### src/hw/pfr_map.svh
// Offsets, field positions, reset values and codes of the power-fail block
// Included by bare name; definitions only
`ifndef PFR_MAP_SVH
`define PFR_MAP_SVH

// ----------------------------------------------------------------
// Register byte offsets
// ----------------------------------------------------------------
`define PFR_OFF_PFW_CFG   12'h510
`define PFR_OFF_SCRATCH_A 12'h51C
`define PFR_OFF_SCRATCH_B 12'h520
`define PFR_OFF_BUCK_EN   12'h578
`define PFR_OFF_EVT_STAT  12'h600
`define PFR_OFF_EVT_MASK  12'h604
`define PFR_OFF_LIVE      12'h608

// ----------------------------------------------------------------
// Reset values
// ----------------------------------------------------------------
`define PFR_RST_PFW_CFG   32'h00000000
`define PFR_RST_SCRATCH   32'h00000000
`define PFR_RST_BUCK_EN   32'h00000000
`define PFR_RST_EVT       32'h00000000

// ----------------------------------------------------------------
// Field positions and masks
// ----------------------------------------------------------------
`define PFR_PFW_EN_BIT    0
`define PFR_THR_LSB       1
`define PFR_THR_MSB       4
`define PFR_HVT_LSB       8
`define PFR_HVT_MSB       11
`define PFR_PFW_CFG_MASK  32'h00000F1F
`define PFR_BUCK_EN_BIT   0
`define PFR_BUCK_EN_MASK  32'h00000001
`define PFR_EVT_BIT       0
`define PFR_EVT_MASK_ALL  32'h00000001

// ----------------------------------------------------------------
// Threshold coding, in tenths of a volt
// ----------------------------------------------------------------
`define PFR_THR_MIN_CODE  4'h4
`define PFR_THR_BASE_DV   6'h0D
`define PFR_HVT_BASE_DV   6'h1B

// ----------------------------------------------------------------
// AXI responses
// ----------------------------------------------------------------
`define PFR_RESP_OKAY     2'h0
`define PFR_RESP_SLVERR   2'h2

`endif

### src/hw/pfr_pkg.sv
// Types shared by the power-fail register block
// Constants live in pfr_map.svh
package pfr_pkg;

  typedef logic [3:0]  pfr_code_t;
  typedef logic [5:0]  pfr_dv_t;
  typedef logic [31:0] pfr_word_t;

  // Register select, one-hot
  typedef enum logic [7:0]
  {
    PFR_SEL_NONE      = 8'h01,
    PFR_SEL_PFW_CFG   = 8'h02,
    PFR_SEL_SCRATCH_A = 8'h04,
    PFR_SEL_SCRATCH_B = 8'h08,
    PFR_SEL_BUCK_EN   = 8'h10,
    PFR_SEL_EVT_STAT  = 8'h20,
    PFR_SEL_EVT_MASK  = 8'h40,
    PFR_SEL_LIVE      = 8'h80
  } pfr_sel_t;

endpackage

### src/hw/pfr_reg_if.sv
// Register access strobes between the bus slave and the register bank
// One clock domain; strobes are one-cycle pulses
`timescale 1ns/1ps
interface pfr_reg_if;
  logic        wr_en;
  logic [11:0] wr_addr;
  logic [31:0] wr_data;
  logic [3:0]  wr_strb;
  logic        wr_hit;
  logic        rd_en;
  logic [11:0] rd_addr;
  logic [31:0] rd_data;
  logic        rd_hit;

  modport bus
  (
    output wr_en, wr_addr, wr_data, wr_strb, rd_en, rd_addr,
    input  wr_hit, rd_data, rd_hit
  );

  modport regs
  (
    input  wr_en, wr_addr, wr_data, wr_strb, rd_en, rd_addr,
    output wr_hit, rd_data, rd_hit
  );
endinterface

### src/hw/pfr_regs.sv
// Power-fail configuration, retained scratch and regulator enable registers
// Comparator outputs and supply mode arrive asynchronously from the analog side;
// retained_rst_n comes from the always-on reset that survives retention events
`timescale 1ns/1ps

// Behaviour
// - Warning enable bit gates power-fail warning
// - Supply codes 4..15 map 1.7..2.8 V
// - Supply threshold applies in both modes
// - High-rail codes 0..15 map 2.7..4.2 V
// - High-rail threshold used only in high mode
// - Scratch registers survive system reset
// - Enable bit switches second stage converter
module pfr_regs
  import pfr_pkg::*;
(
  // Clock and resets
  input  wire logic        mclk,
  input  wire logic        rst_n,
  input  wire logic        retained_rst_n,
  // AXI4-Lite write address
  input  wire logic [31:0] s_axi_awaddr,
  input  wire logic        s_axi_awvalid,
  output logic             s_axi_awready,
  // AXI4-Lite write data
  input  wire logic [31:0] s_axi_wdata,
  input  wire logic [3:0]  s_axi_wstrb,
  input  wire logic        s_axi_wvalid,
  output logic             s_axi_wready,
  // AXI4-Lite write response
  output logic [1:0]       s_axi_bresp,
  output logic             s_axi_bvalid,
  input  wire logic        s_axi_bready,
  // AXI4-Lite read address
  input  wire logic [31:0] s_axi_araddr,
  input  wire logic        s_axi_arvalid,
  output logic             s_axi_arready,
  // AXI4-Lite read data
  output logic [31:0]      s_axi_rdata,
  output logic [1:0]       s_axi_rresp,
  output logic             s_axi_rvalid,
  input  wire logic        s_axi_rready,
  // Analog comparator and supply mode
  input  wire logic        supply_below,
  input  wire logic        high_rail_below,
  input  wire logic        high_voltage_supply_pin_only,
  // Comparator control
  output logic             power_fail_warning_enable,
  output pfr_dv_t          supply_trip_dv,
  output pfr_dv_t          high_rail_trip_level,
  output logic             high_rail_trip_active,
  // Regulator control
  output logic             second_regulator_stage_dcdc_on,
  // Events
  output logic             power_fail_event,
  output logic             pfw_irq
);
`include "pfr_map.svh"

  // ----------------------------------------------------------------
  // Bus front end
  // ----------------------------------------------------------------
  pfr_reg_if rif ();

  pfr_axil_slave u_axil
  (
    .mclk          (mclk),
    .rst_n         (rst_n),
    .s_axi_awaddr  (s_axi_awaddr),
    .s_axi_awvalid (s_axi_awvalid),
    .s_axi_awready (s_axi_awready),
    .s_axi_wdata   (s_axi_wdata),
    .s_axi_wstrb   (s_axi_wstrb),
    .s_axi_wvalid  (s_axi_wvalid),
    .s_axi_wready  (s_axi_wready),
    .s_axi_bresp   (s_axi_bresp),
    .s_axi_bvalid  (s_axi_bvalid),
    .s_axi_bready  (s_axi_bready),
    .s_axi_araddr  (s_axi_araddr),
    .s_axi_arvalid (s_axi_arvalid),
    .s_axi_arready (s_axi_arready),
    .s_axi_rdata   (s_axi_rdata),
    .s_axi_rresp   (s_axi_rresp),
    .s_axi_rvalid  (s_axi_rvalid),
    .s_axi_rready  (s_axi_rready),
    .rif           (rif.bus)
  );

  // ----------------------------------------------------------------
  // Decode helpers
  // ----------------------------------------------------------------
  function automatic pfr_sel_t pfr_decode(input logic [11:0] addr);
    logic [11:0] word_addr;
    word_addr = {addr[11:2], 2'h0};
    case (word_addr)
      `PFR_OFF_PFW_CFG:   pfr_decode = PFR_SEL_PFW_CFG;
      `PFR_OFF_SCRATCH_A: pfr_decode = PFR_SEL_SCRATCH_A;
      `PFR_OFF_SCRATCH_B: pfr_decode = PFR_SEL_SCRATCH_B;
      `PFR_OFF_BUCK_EN:   pfr_decode = PFR_SEL_BUCK_EN;
      `PFR_OFF_EVT_STAT:  pfr_decode = PFR_SEL_EVT_STAT;
      `PFR_OFF_EVT_MASK:  pfr_decode = PFR_SEL_EVT_MASK;
      `PFR_OFF_LIVE:      pfr_decode = PFR_SEL_LIVE;
      default:            pfr_decode = PFR_SEL_NONE;
    endcase
  endfunction

  function automatic pfr_word_t pfr_merge(input pfr_word_t old_val, input pfr_word_t new_val,
                                          input logic [3:0] strb);
    pfr_word_t res;
    res = old_val;
    for (int i = 0; i < 4; i++)
    begin
      if (strb[i])
        res[i*8 +: 8] = new_val[i*8 +: 8];
    end
    pfr_merge = res;
  endfunction

  wire pfr_sel_t  wr_sel;
  wire pfr_sel_t  rd_sel;
  wire pfr_word_t wr_strb_bits;

  assign wr_sel       = pfr_decode(rif.wr_addr);
  assign rd_sel       = rif.rd_en ? pfr_decode(rif.rd_addr) : PFR_SEL_NONE;
  assign wr_strb_bits = pfr_merge(32'h00000000, 32'hFFFFFFFF, rif.wr_strb);
  assign rif.wr_hit   = (wr_sel != PFR_SEL_NONE);
  assign rif.rd_hit   = (rd_sel != PFR_SEL_NONE);

  // ----------------------------------------------------------------
  // Input synchronisers
  // ----------------------------------------------------------------
  wire  [2:0] async_in;
  logic [2:0] sync_filt_reg;

  assign async_in = {high_voltage_supply_pin_only, high_rail_below, supply_below};

  genvar g;
  generate
    for (g = 0; g < 3; g++)
    begin : g_sync
      logic s1_reg;
      logic s2_reg;
      logic s3_reg;
      always_ff @(posedge mclk or negedge rst_n)
      begin
        if (!rst_n)
        begin
          s1_reg           <= 1'b0;
          s2_reg           <= 1'b0;
          s3_reg           <= 1'b0;
          sync_filt_reg[g] <= 1'b0;
        end
        else
        begin
          s1_reg <= async_in[g];
          s2_reg <= s1_reg;
          s3_reg <= s2_reg;
          if (s2_reg == s3_reg)
            sync_filt_reg[g] <= s3_reg;
        end
      end
    end
  endgenerate

  wire sup_below_s;
  wire hr_below_s;
  wire hv_mode_s;

  assign sup_below_s = sync_filt_reg[0];
  assign hr_below_s  = sync_filt_reg[1];
  assign hv_mode_s   = sync_filt_reg[2];

  // ----------------------------------------------------------------
  // Configuration registers
  // ----------------------------------------------------------------
  pfr_word_t pfw_cfg_reg;
  pfr_word_t pfw_cfg_next;
  pfr_word_t buck_en_reg;
  pfr_word_t buck_en_next;
  pfr_word_t scratch_a_reg;
  pfr_word_t scratch_a_next;
  pfr_word_t scratch_b_reg;
  pfr_word_t scratch_b_next;
  pfr_word_t evt_mask_reg;
  pfr_word_t evt_mask_next;

  assign pfw_cfg_next   = (rif.wr_en && wr_sel == PFR_SEL_PFW_CFG) ?
                          (pfr_merge(pfw_cfg_reg, rif.wr_data, rif.wr_strb) & `PFR_PFW_CFG_MASK) :
                          pfw_cfg_reg;
  assign buck_en_next   = (rif.wr_en && wr_sel == PFR_SEL_BUCK_EN) ?
                          (pfr_merge(buck_en_reg, rif.wr_data, rif.wr_strb) & `PFR_BUCK_EN_MASK) :
                          buck_en_reg;
  assign scratch_a_next = (rif.wr_en && wr_sel == PFR_SEL_SCRATCH_A) ?
                          pfr_merge(scratch_a_reg, rif.wr_data, rif.wr_strb) : scratch_a_reg;
  assign scratch_b_next = (rif.wr_en && wr_sel == PFR_SEL_SCRATCH_B) ?
                          pfr_merge(scratch_b_reg, rif.wr_data, rif.wr_strb) : scratch_b_reg;
  assign evt_mask_next  = (rif.wr_en && wr_sel == PFR_SEL_EVT_MASK) ?
                          (pfr_merge(evt_mask_reg, rif.wr_data, rif.wr_strb) & `PFR_EVT_MASK_ALL) :
                          evt_mask_reg;

  always_ff @(posedge mclk or negedge rst_n)
  begin
    if (!rst_n)
    begin
      pfw_cfg_reg  <= `PFR_RST_PFW_CFG;
      buck_en_reg  <= `PFR_RST_BUCK_EN;
      evt_mask_reg <= `PFR_RST_EVT;
    end
    else
    begin
      pfw_cfg_reg  <= pfw_cfg_next;
      buck_en_reg  <= buck_en_next;
      evt_mask_reg <= evt_mask_next;
    end
  end

  // Cleared only by the retention reset
  always_ff @(posedge mclk or negedge retained_rst_n)
  begin
    if (!retained_rst_n)
    begin
      scratch_a_reg <= `PFR_RST_SCRATCH;
      scratch_b_reg <= `PFR_RST_SCRATCH;
    end
    else
    begin
      scratch_a_reg <= scratch_a_next;
      scratch_b_reg <= scratch_b_next;
    end
  end

  // ----------------------------------------------------------------
  // Threshold decode and comparator control
  // ----------------------------------------------------------------
  wire pfr_code_t thr_code;
  wire pfr_code_t hvt_code;
  wire pfr_dv_t   sup_dv_c;
  wire pfr_dv_t   hr_dv_c;
  wire            hr_act_c;
  wire            thr_legal_c;
  wire            pfw_en;

  assign pfw_en   = pfw_cfg_reg[`PFR_PFW_EN_BIT];
  assign thr_code = pfw_cfg_reg[`PFR_THR_MSB:`PFR_THR_LSB];
  assign hvt_code = pfw_cfg_reg[`PFR_HVT_MSB:`PFR_HVT_LSB];

  pfr_trip_decode u_dec
  (
    .thr_code              (thr_code),
    .hvt_code              (hvt_code),
    .hv_mode               (hv_mode_s),
    .supply_trip_dv        (sup_dv_c),
    .high_rail_trip_dv     (hr_dv_c),
    .high_rail_trip_active (hr_act_c),
    .thr_code_legal        (thr_legal_c)
  );

  always_ff @(posedge mclk or negedge rst_n)
  begin
    if (!rst_n)
    begin
      power_fail_warning_enable      <= 1'b0;
      supply_trip_dv                 <= 6'h00;
      high_rail_trip_level           <= 6'h00;
      high_rail_trip_active          <= 1'b0;
      second_regulator_stage_dcdc_on <= 1'b0;
    end
    else
    begin
      power_fail_warning_enable      <= pfw_en;
      supply_trip_dv                 <= sup_dv_c;
      high_rail_trip_level           <= hr_dv_c;
      high_rail_trip_active          <= hr_act_c;
      second_regulator_stage_dcdc_on <= buck_en_reg[`PFR_BUCK_EN_BIT];
    end
  end

  // ----------------------------------------------------------------
  // Power-fail event and interrupt
  // ----------------------------------------------------------------
  logic      fail_cond_reg;
  pfr_word_t evt_stat_reg;
  pfr_word_t evt_stat_next;
  wire       fail_cond;
  wire       fail_rise;
  wire       stat_clr;

  // High-rail compare only in high mode
  assign fail_cond = pfw_en && (sup_below_s || (hv_mode_s && hr_below_s));
  assign fail_rise = fail_cond && !fail_cond_reg;
  assign stat_clr  = rif.wr_en && (wr_sel == PFR_SEL_EVT_STAT) && rif.wr_data[`PFR_EVT_BIT] &&
                     wr_strb_bits[`PFR_EVT_BIT];

  always_comb
  begin
    evt_stat_next = evt_stat_reg;
    if (stat_clr)
      evt_stat_next[`PFR_EVT_BIT] = 1'b0;
    if (fail_rise)
      evt_stat_next[`PFR_EVT_BIT] = 1'b1;
  end

  always_ff @(posedge mclk or negedge rst_n)
  begin
    if (!rst_n)
    begin
      fail_cond_reg    <= 1'b0;
      evt_stat_reg     <= `PFR_RST_EVT;
      power_fail_event <= 1'b0;
    end
    else
    begin
      fail_cond_reg    <= fail_cond;
      evt_stat_reg     <= evt_stat_next;
      power_fail_event <= fail_rise;
    end
  end

  assign pfw_irq = |(evt_stat_reg & evt_mask_reg);

  // ----------------------------------------------------------------
  // Read mux
  // ----------------------------------------------------------------
  pfr_word_t live_word;
  pfr_word_t rd_word;

  assign live_word = {26'h0000000, thr_legal_c, fail_cond_reg, pfw_irq, hv_mode_s, hr_below_s,
                      sup_below_s};

  always_comb
  begin
    case (rd_sel)
      PFR_SEL_PFW_CFG:   rd_word = pfw_cfg_reg;
      PFR_SEL_SCRATCH_A: rd_word = scratch_a_reg;
      PFR_SEL_SCRATCH_B: rd_word = scratch_b_reg;
      PFR_SEL_BUCK_EN:   rd_word = buck_en_reg;
      PFR_SEL_EVT_STAT:  rd_word = evt_stat_reg;
      PFR_SEL_EVT_MASK:  rd_word = evt_mask_reg;
      PFR_SEL_LIVE:      rd_word = live_word;
      default:           rd_word = 32'h00000000;
    endcase
  end

  assign rif.rd_data = rd_word;

endmodule

### src/hw/pfr_trip_decode.sv
// Threshold decoder: field codes to trip levels in tenths of a volt
// Purely combinational; caller registers all results but thr_code_legal
`timescale 1ns/1ps
module pfr_trip_decode
  import pfr_pkg::*;
(
  // Field codes
  input  wire pfr_code_t thr_code,
  input  wire pfr_code_t hvt_code,
  // Supply mode
  input  wire logic      hv_mode,
  // Decoded levels
  output pfr_dv_t        supply_trip_dv,
  output pfr_dv_t        high_rail_trip_dv,
  output logic           high_rail_trip_active,
  output logic           thr_code_legal
);
`include "pfr_map.svh"

  wire pfr_dv_t thr_ext;
  wire pfr_dv_t hvt_ext;

  assign thr_ext = {2'h0, thr_code};
  assign hvt_ext = {2'h0, hvt_code};

  assign supply_trip_dv        = thr_ext + `PFR_THR_BASE_DV;
  assign thr_code_legal        = (thr_code >= `PFR_THR_MIN_CODE);
  assign high_rail_trip_dv     = hv_mode ? (hvt_ext + `PFR_HVT_BASE_DV) : 6'h00;
  assign high_rail_trip_active = hv_mode;

endmodule

### src/hw/pfr_axil_slave.sv
// AXI4-Lite slave front end for the power-fail register bank
// Assumes one clock domain and a master obeying AXI4-Lite handshakes
`timescale 1ns/1ps
module pfr_axil_slave
  import pfr_pkg::*;
(
  // Clock and reset
  input  wire logic        mclk,
  input  wire logic        rst_n,
  // Write address
  input  wire logic [31:0] s_axi_awaddr,
  input  wire logic        s_axi_awvalid,
  output logic             s_axi_awready,
  // Write data
  input  wire logic [31:0] s_axi_wdata,
  input  wire logic [3:0]  s_axi_wstrb,
  input  wire logic        s_axi_wvalid,
  output logic             s_axi_wready,
  // Write response
  output logic [1:0]       s_axi_bresp,
  output logic             s_axi_bvalid,
  input  wire logic        s_axi_bready,
  // Read address
  input  wire logic [31:0] s_axi_araddr,
  input  wire logic        s_axi_arvalid,
  output logic             s_axi_arready,
  // Read data
  output logic [31:0]      s_axi_rdata,
  output logic [1:0]       s_axi_rresp,
  output logic             s_axi_rvalid,
  input  wire logic        s_axi_rready,
  // Register side
  pfr_reg_if.bus           rif
);
`include "pfr_map.svh"

  logic        aw_full_reg;
  logic        w_full_reg;
  logic [11:0] aw_addr_reg;
  logic [31:0] w_data_reg;
  logic [3:0]  w_strb_reg;
  logic        bvalid_reg;
  logic [1:0]  bresp_reg;
  logic        rvalid_reg;
  logic [1:0]  rresp_reg;
  logic [31:0] rdata_reg;

  wire aw_take;
  wire w_take;
  wire do_write;
  wire ar_take;

  // ----------------------------------------------------------------
  // Handshakes
  // ----------------------------------------------------------------
  assign s_axi_awready = !aw_full_reg && !bvalid_reg;
  assign s_axi_wready  = !w_full_reg && !bvalid_reg;
  assign s_axi_arready = !rvalid_reg;
  assign aw_take       = s_axi_awvalid && s_axi_awready;
  assign w_take        = s_axi_wvalid && s_axi_wready;
  assign do_write      = aw_full_reg && w_full_reg && !bvalid_reg;
  assign ar_take       = s_axi_arvalid && s_axi_arready;

  assign rif.wr_en   = do_write;
  assign rif.wr_addr = aw_addr_reg;
  assign rif.wr_data = w_data_reg;
  assign rif.wr_strb = w_strb_reg;
  assign rif.rd_en   = ar_take;
  assign rif.rd_addr = s_axi_araddr[11:0];

  assign s_axi_bvalid = bvalid_reg;
  assign s_axi_bresp  = bresp_reg;
  assign s_axi_rvalid = rvalid_reg;
  assign s_axi_rresp  = rresp_reg;
  assign s_axi_rdata  = rdata_reg;

  // ----------------------------------------------------------------
  // Write channel
  // ----------------------------------------------------------------
  always_ff @(posedge mclk or negedge rst_n)
  begin
    if (!rst_n)
    begin
      aw_full_reg <= 1'b0;
      w_full_reg  <= 1'b0;
      aw_addr_reg <= 12'h000;
      w_data_reg  <= 32'h00000000;
      w_strb_reg  <= 4'h0;
      bvalid_reg  <= 1'b0;
      bresp_reg   <= `PFR_RESP_OKAY;
    end
    else
    begin
      if (aw_take)
      begin
        aw_full_reg <= 1'b1;
        aw_addr_reg <= s_axi_awaddr[11:0];
      end
      if (w_take)
      begin
        w_full_reg <= 1'b1;
        w_data_reg <= s_axi_wdata;
        w_strb_reg <= s_axi_wstrb;
      end
      if (do_write)
      begin
        aw_full_reg <= 1'b0;
        w_full_reg  <= 1'b0;
        bvalid_reg  <= 1'b1;
        bresp_reg   <= rif.wr_hit ? `PFR_RESP_OKAY : `PFR_RESP_SLVERR;
      end
      else if (bvalid_reg && s_axi_bready)
        bvalid_reg <= 1'b0;
    end
  end

  // ----------------------------------------------------------------
  // Read channel
  // ----------------------------------------------------------------
  always_ff @(posedge mclk or negedge rst_n)
  begin
    if (!rst_n)
    begin
      rvalid_reg <= 1'b0;
      rresp_reg  <= `PFR_RESP_OKAY;
      rdata_reg  <= 32'h00000000;
    end
    else if (ar_take)
    begin
      rvalid_reg <= 1'b1;
      rresp_reg  <= rif.rd_hit ? `PFR_RESP_OKAY : `PFR_RESP_SLVERR;
      rdata_reg  <= rif.rd_data;
    end
    else if (rvalid_reg && s_axi_rready)
      rvalid_reg <= 1'b0;
  end

endmodule

### config.mk
export PLATFORM = sky130hd
export DESIGN_NAME = pfr_regs
export DESIGN_NICKNAME = d
export VERILOG_FILES = /design/src/hw/pfr_pkg.sv /design/src/hw/pfr_reg_if.sv /design/src/hw/pfr_regs.sv /design/src/hw/pfr_trip_decode.sv /design/src/hw/pfr_axil_slave.sv
export VERILOG_INCLUDE_DIRS = /design/src /design/src/hw
export SDC_FILE = /design/constraint.sdc
export NUM_CORES = 1
export LEC_CHECK = 0
export BUFFER_PORTS_ARGS = -buffer_cell sky130_fd_sc_hd__buf_4
export CORE_MARGIN = 2
export CORE_UTILIZATION = 44
export DETAILED_ROUTE_END_ITERATION = 7
export PLACE_DENSITY_LB_ADDON = 0.15
export SYNTH_ARGS = -nofsm -noshare
export SYNTH_HDL_FRONTEND = slang
export SYNTH_SLANG_ARGS = --single-unit
### constraint.sdc
create_clock -name mclk -period 3.6 [get_ports mclk]
set_input_delay 0.54 -clock mclk [delete_from_list [all_inputs] [get_ports mclk]]
set_output_delay 0.54 -clock mclk [all_outputs]
set_load 0.02 [all_outputs]
# After elaboration in Yosys (flattened, before gate mapping)
# Cells that the tools add are included.
op_classes:
  add_sub_neg: 2
  magnitude_cmp: 1
  eq_ne: 32
  mux: 18
  n_bitwise: 1
  n_reduce_logical: 44
ops:
  columns: ["op", "n"]
  rows:
  - ["32-bit case mux with 7 select lines", 1]
  - ["10-bit by 9-bit equality test with 1-bit output (second input constant)", 14]
  - ["8-bit case mux with 7 select lines", 2]
  - ["32-bit OR reduction", 1]
  - ["2-bit AND reduction", 12]
  - ["1-bit logical AND", 20]
  - ["8-bit by 2-bit equality test with 1-bit output (second input constant)", 2]
  - ["8-bit by 3-bit equality test with 1-bit output (second input constant)", 2]
  - ["8-bit by 4-bit equality test with 1-bit output (second input constant)", 2]
  - ["8-bit by 5-bit equality test with 1-bit output (second input constant)", 2]
  - ["8-bit by 6-bit equality test with 1-bit output (second input constant)", 2]
  - ["8-bit by 7-bit equality test with 1-bit output (second input constant)", 2]
  - ["8-bit by 1-bit inequality test with 1-bit output (second input constant)", 2]
  - ["1-bit 2-to-1 mux", 11]
  - ["2-bit nonzero test", 5]
  - ["8-bit equality test (second input constant)", 1]
  - ["8-bit 2-to-1 mux", 1]
  - ["4-bit by 5-bit adder with 6-bit output (second input constant)", 1]
  - ["6-bit 2-to-1 mux", 1]
  - ["4-bit by 4-bit adder with 5-bit output (second input constant)", 1]
  - ["1-bit zero test", 5]
  - ["4-bit by 3-bit greater-or-equal comparator with 1-bit output (second input constant)", 1]
  - ["2-bit 2-to-1 mux", 2]
  - ["1-bit equality test", 3]
  - ["other kinds (2)", 2]
word_totals:
  regBits: 193
  input_bits: 111
  out_inout_bits: 58
  wordCells: 140

# Depth between registers and ports, before layout
depth:
  depth_word: 8
  depth_mapped: 6
  ltp_nobuf: 4

# Modules after synthesis
# A second synthesis with hierarchy kept.
unflattened:
  cells_unflattened: 549
  area_unflattened_um2: 8210.4
by_module_without_submodules:
  columns: ["module", "n_inst", "cells_per_inst", "area_per_inst_um2", "seq_area_each_um2"]
  rows:
  - ["pfr_regs", 1, 315, 4579.4, 2627.5]
  - ["pfr_axil_slave", 1, 209, 3468.3, 2152.1]
  - ["pfr_trip_decode", 1, 25, 162.7, 0.0]

# Least setup slack after synthesis
# OpenSTA, ideal clock, no wires.
synth_timing:
  kind: "register -> register"
  startpoint: "register u_axil.bvalid_reg, in the netlist u_axil.s_axi_bvalid"
  endpoint: "register u_axil.w_data_reg[1], in the netlist u_axil.rif.wr_data[1]"
  setup_time_ns: 0.125
  arrival_time_ns: 1.778
  t_required_ns: 3.475
  setup_slack_ns: 1.697
  stages_incl_launch_ff: 6
  n_path_buf: 2
  period_less_slack_ns: 1.903
  cell_sequence: "dfrtp_1 > nor2_1 > and2_1 > buf_2 > buf_2 > mux2_2"
synth_between:
  elab_chain_cells: 3
synth_rtl:
  columns: ["item", "line", "source"]
  rows:
  - ["start: declaration", "pfr_axil_slave.sv:42", "logic bvalid_reg;"]
  - ["start signal: assignment", "pfr_axil_slave.sv:89", "bvalid_reg <= 1'b0;"]
  - ["start signal: assignment", "pfr_axil_slave.sv:109", "bvalid_reg <= 1'b1;"]
  - ["start signal: assignment", "pfr_axil_slave.sv:113", "bvalid_reg <= 1'b0;"]
  - ["1-bit zero test", "pfr_axil_slave.sv:57", "assign s_axi_wready = !w_full_reg && !bvalid_reg;"]
  - ["1-bit logical AND", "pfr_axil_slave.sv:57", null]
  - ["via s_axi_wready", "pfr_regs.sv:29", "output logic s_axi_wready,"]
  - ["1-bit logical AND", "pfr_axil_slave.sv:60", "assign w_take = s_axi_wvalid && s_axi_wready;"]
  - ["end signal: assignment", "pfr_axil_slave.sv:102", "w_data_reg <= s_axi_wdata;"]
  - ["end: declaration", "pfr_axil_slave.sv:40", "logic [31:0] w_data_reg;"]
# The timed path passes the listed nets, and every way through them passes these cells.
# A chain may end at the register's enable or synchronous reset.

# Final worst setup path
layout_timing:
  startpoint: "register u_axil.bvalid_reg, in the netlist u_axil.s_axi_bvalid"
  endpoint: "register pfw_cfg_reg[1]"
layout_between:
  elab_chain_cells: 4
layout_rtl:
  columns: ["item", "line", "source"]
  rows:
  - ["1-bit zero test", "pfr_axil_slave.sv:61", "assign do_write = aw_full_reg && w_full_reg && !bvalid_reg;"]
  - ["1-bit logical AND", "pfr_axil_slave.sv:61", null]
  - ["1-bit logical AND", "pfr_regs.sv:187", "assign pfw_cfg_next = (rif.wr_en && wr_sel == PFR_SEL_PFW_CFG) ?"]
  - ["2-bit AND reduction (no source line)", null, null]
  - ["end signal: assignment", "pfr_regs.sv:205", "pfw_cfg_reg <= `PFR_RST_PFW_CFG;"]
  - ["end signal: assignment", "pfr_regs.sv:211", "pfw_cfg_reg <= pfw_cfg_next;"]
  - ["end: declaration", "pfr_regs.sv:176", "pfr_word_t pfw_cfg_reg;"]
# No other way between the ends.

==> impl_metrics.tcl <==
set metrics [dict create \
    synth_warnings 0 \
    avgViaCountPerCell 5.286 \
    pwr_density_cell_nw_per_um2 597.0 \
    hold_viol_final 0 \
    status "finished clean" \
    path_delay_family "simple AND/OR/NAND/NOR gates" \
    drv_cap 0 \
    peakVddDrop_uv 348.6 \
    grt_pass1_wl_microns 26520 \
    rows 48 \
    antennaDiodeCount 0 \
    clock-sinks 188 \
    port_buffers 121 \
    dp_hpwl_microns 11370 \
    cts_max_path_buffers 2 \
    crit_buf_inv 0 \
    drtIter0Drc 242 \
    grt_max_degree 65 \
    required_ns 3.91 \
    worstMarginPinSlew_ns 1.082 \
    clk_pin_slew_ns 0.07 \
    ys.flop_type "dfrtp_1" \
    place_inst 883 \
    final.setup.tns_ns 0 \
    cts_resized 0 \
    pin_count 169 \
    relSlewSlack_pct 27.85 \
    gp_congestion 0.7848 \
    critPathLaunchType "flip-flop" \
    clk_latency_ns 0.42 \
    synth_cell_types 59 \
    clock-root-buffer "clkbuf_16" \
    power_leakage_nw 4.583 \
    dpl_cell_area_sq_um 8783 \
    initial_utilization_pct 44.61 \
    final_cell_area_sq_um 9390 \
    cts_buffers 17 \
    drc_errors 0 \
    setup_violations 0 \
    max_freq_mhz 396.5 \
    track_usage_pct 19.13 \
    critical_path_class "reg -> reg" \
    synth-seq-area-share_pct 61.40 \
    cts_setup_buffers 0 \
    die_h_microns 136.0 \
    design.core.area_sq_um 17180 \
    crit_fanout 11 \
    route.final.wire_length_microns 16700 \
    synthArstFlopShare_pct 100.0 \
    syn_to_final_growth_pct 22.55 \
    synth-seq-cells 188 \
    drtPass1Iterations 4 \
    die_area_sq_um 18490 \
    fin_crit_sh_pct 70.05 \
    final_cells 915 \
    min_period_ns 2.522 \
    drive_gt1_share_pct 41.45 \
    postRouteAntennaNets 0 \
    hold_buffers 0 \
    antenna_found_initial 0 \
    rsz0062_at_grt "no" \
    endpoint_kind "flip-flop" \
    gr-total-overflow 0 \
    crit_chain "nand3b_4 -> and4bb_1 -> nand4_1 -> mux2_2" \
    layout.nets 790 \
    syn_area_per_cell_sq_um 13.78 \
    synth_edf_count 0 \
    final.setup_skew_ns 0.01078 \
    dr_total_vias 4837 \
    cp_slowest_stage_delay_ns 0.87 \
    hold-worst-slack_ns 0.1073 \
    hp-class "in -> async" \
    r2r_setup_slack_ns 1.08 \
    wl_per_cell_microns 18.25 \
    syn_area_sq_um 7662 \
    ctsHtreeMaxLevel 4 \
    die_w_microns 136.0 \
    slowest_stage "and4bb_1" \
    syn_inst 556 \
    crit_arrival_ns 2.83 \
    drv_slew 0 \
    grt_pass1_vias 4982 \
    cts_tree "yes" \
]
## logic make-up (layout without fill, tap and decap cells)
logic type                 after synthesis  after routing  synth area share, %
AOI/OAI and AO/OA                       71             71                6.679
xor gates and xnor gates                 5              5               0.5716
adders and majority gates                5              5               0.7184
buffers and inverters                   36            168                2.139
DFF                                    188            188                61.40
muxes                                  120            120                17.62
other                                    1              3              0.04894
and+or+nand+nor                        130            130                10.83
## stage by stage
step / worst slack, ns / power, mW / utilization, %
after floorplan: 1.697 / 3.410 / -
after global placement: 1.171 / 3.721 / 51.14
after global routing: 0.9553 / 5.892 / 54.67
after detailed placement: 1.102 / 3.775 / 51.14
after CTS: 1.093 / 5.683 / 54.67
final: 1.078 / 5.606 / 54.67
## area by class of cell
cell class | instances | area [sq um]
Clock inverter | 14 | 167.7
Multi-Input combinational cell | 334 | 2805
Clock buffer | 18 | 439.2
Inverter | 11 | 41.29
Timing Repair Buffer | 125 | 950.9
Fill cell | 1481 | 7786
Tap cell | 225 | 281.5
Sequential cell | 188 | 4705
## layer usage
layer  vias to the layer above  share of wire, %  global-route usage, %
li1                       2237                 -                      -
met1                      2467                44                  24.09
met3                        24               4.6                  4.810
met5                         -                 0                      0
met4                         0               2.0                  7.002
met2                       109                50                  32.04
## final timing paths
check                                                      from                                 to  cells after the start
worst min register to register       g_sync[0].s1_reg$_DFF_PN0_         g_sync[0].s2_reg$_DFF_PN0_                      0
worst min-delay path                                      rst_n         g_sync[0].s2_reg$_DFF_PN0_                      1
max in group asynchronous                                 rst_n  u_axil.rif.wr_addr[6]$_DFFE_PN0P_                      2
min in group mclk                                  supply_below         g_sync[0].s1_reg$_DFF_PN0_                      1
worst max register to register  u_axil.s_axi_bvalid$_DFFE_PN0P_         pfw_cfg_reg[1]$_DFFE_PN0P_                      4
worst max-delay path            u_axil.s_axi_bvalid$_DFFE_PN0P_         pfw_cfg_reg[1]$_DFFE_PN0P_                      4
## synth_stat cells (3+ instances only)
cell type  instances  area share (%)
nor3b_1            4            0.39
inv_1             11            0.54
a22oi_1           34             3.3
nor2_1            10            0.49
dfrtp_1          188              61
nand4_1            5            0.41
nand2_1           56             2.7
nor2b_1           13             1.1
clkbuf_1          11            0.54
a221o_1            5            0.65
o21ai_0           12            0.78
mux2_1             8             1.2
and4_1             4            0.46
xnor2_1            3            0.34
and2_1             3            0.24
maj3_1             3            0.39
mux2_2           111              16
nand3_1            6            0.39
buf_4              3            0.29
buf_2              8            0.52
nand4_4            6             1.7
a21oi_1            4            0.26
o31ai_1            4            0.39
## where the power goes
part           switching (mW)  leakage, nW  internal, mW
combinational           0.424         1.83         0.484
sequential              0.352         2.46          2.45
clock                   0.780        0.292          1.11
## placed cells by master (no fill, tap or decap), types with 5 or more instances in the layout
cell type  instances
nor2b_1           13
buf_4            124
nand3_1            6
inv_1             11
nor2_1            10
a221o_1            5
nand4_1            5
nand2_1           56
nand4_4            6
mux2_2           111
dfrtp_1          188
mux2_1             8
a22oi_1           34
o21ai_0           12
clkbuf_16         17
(Power assumes the default switching activity.)
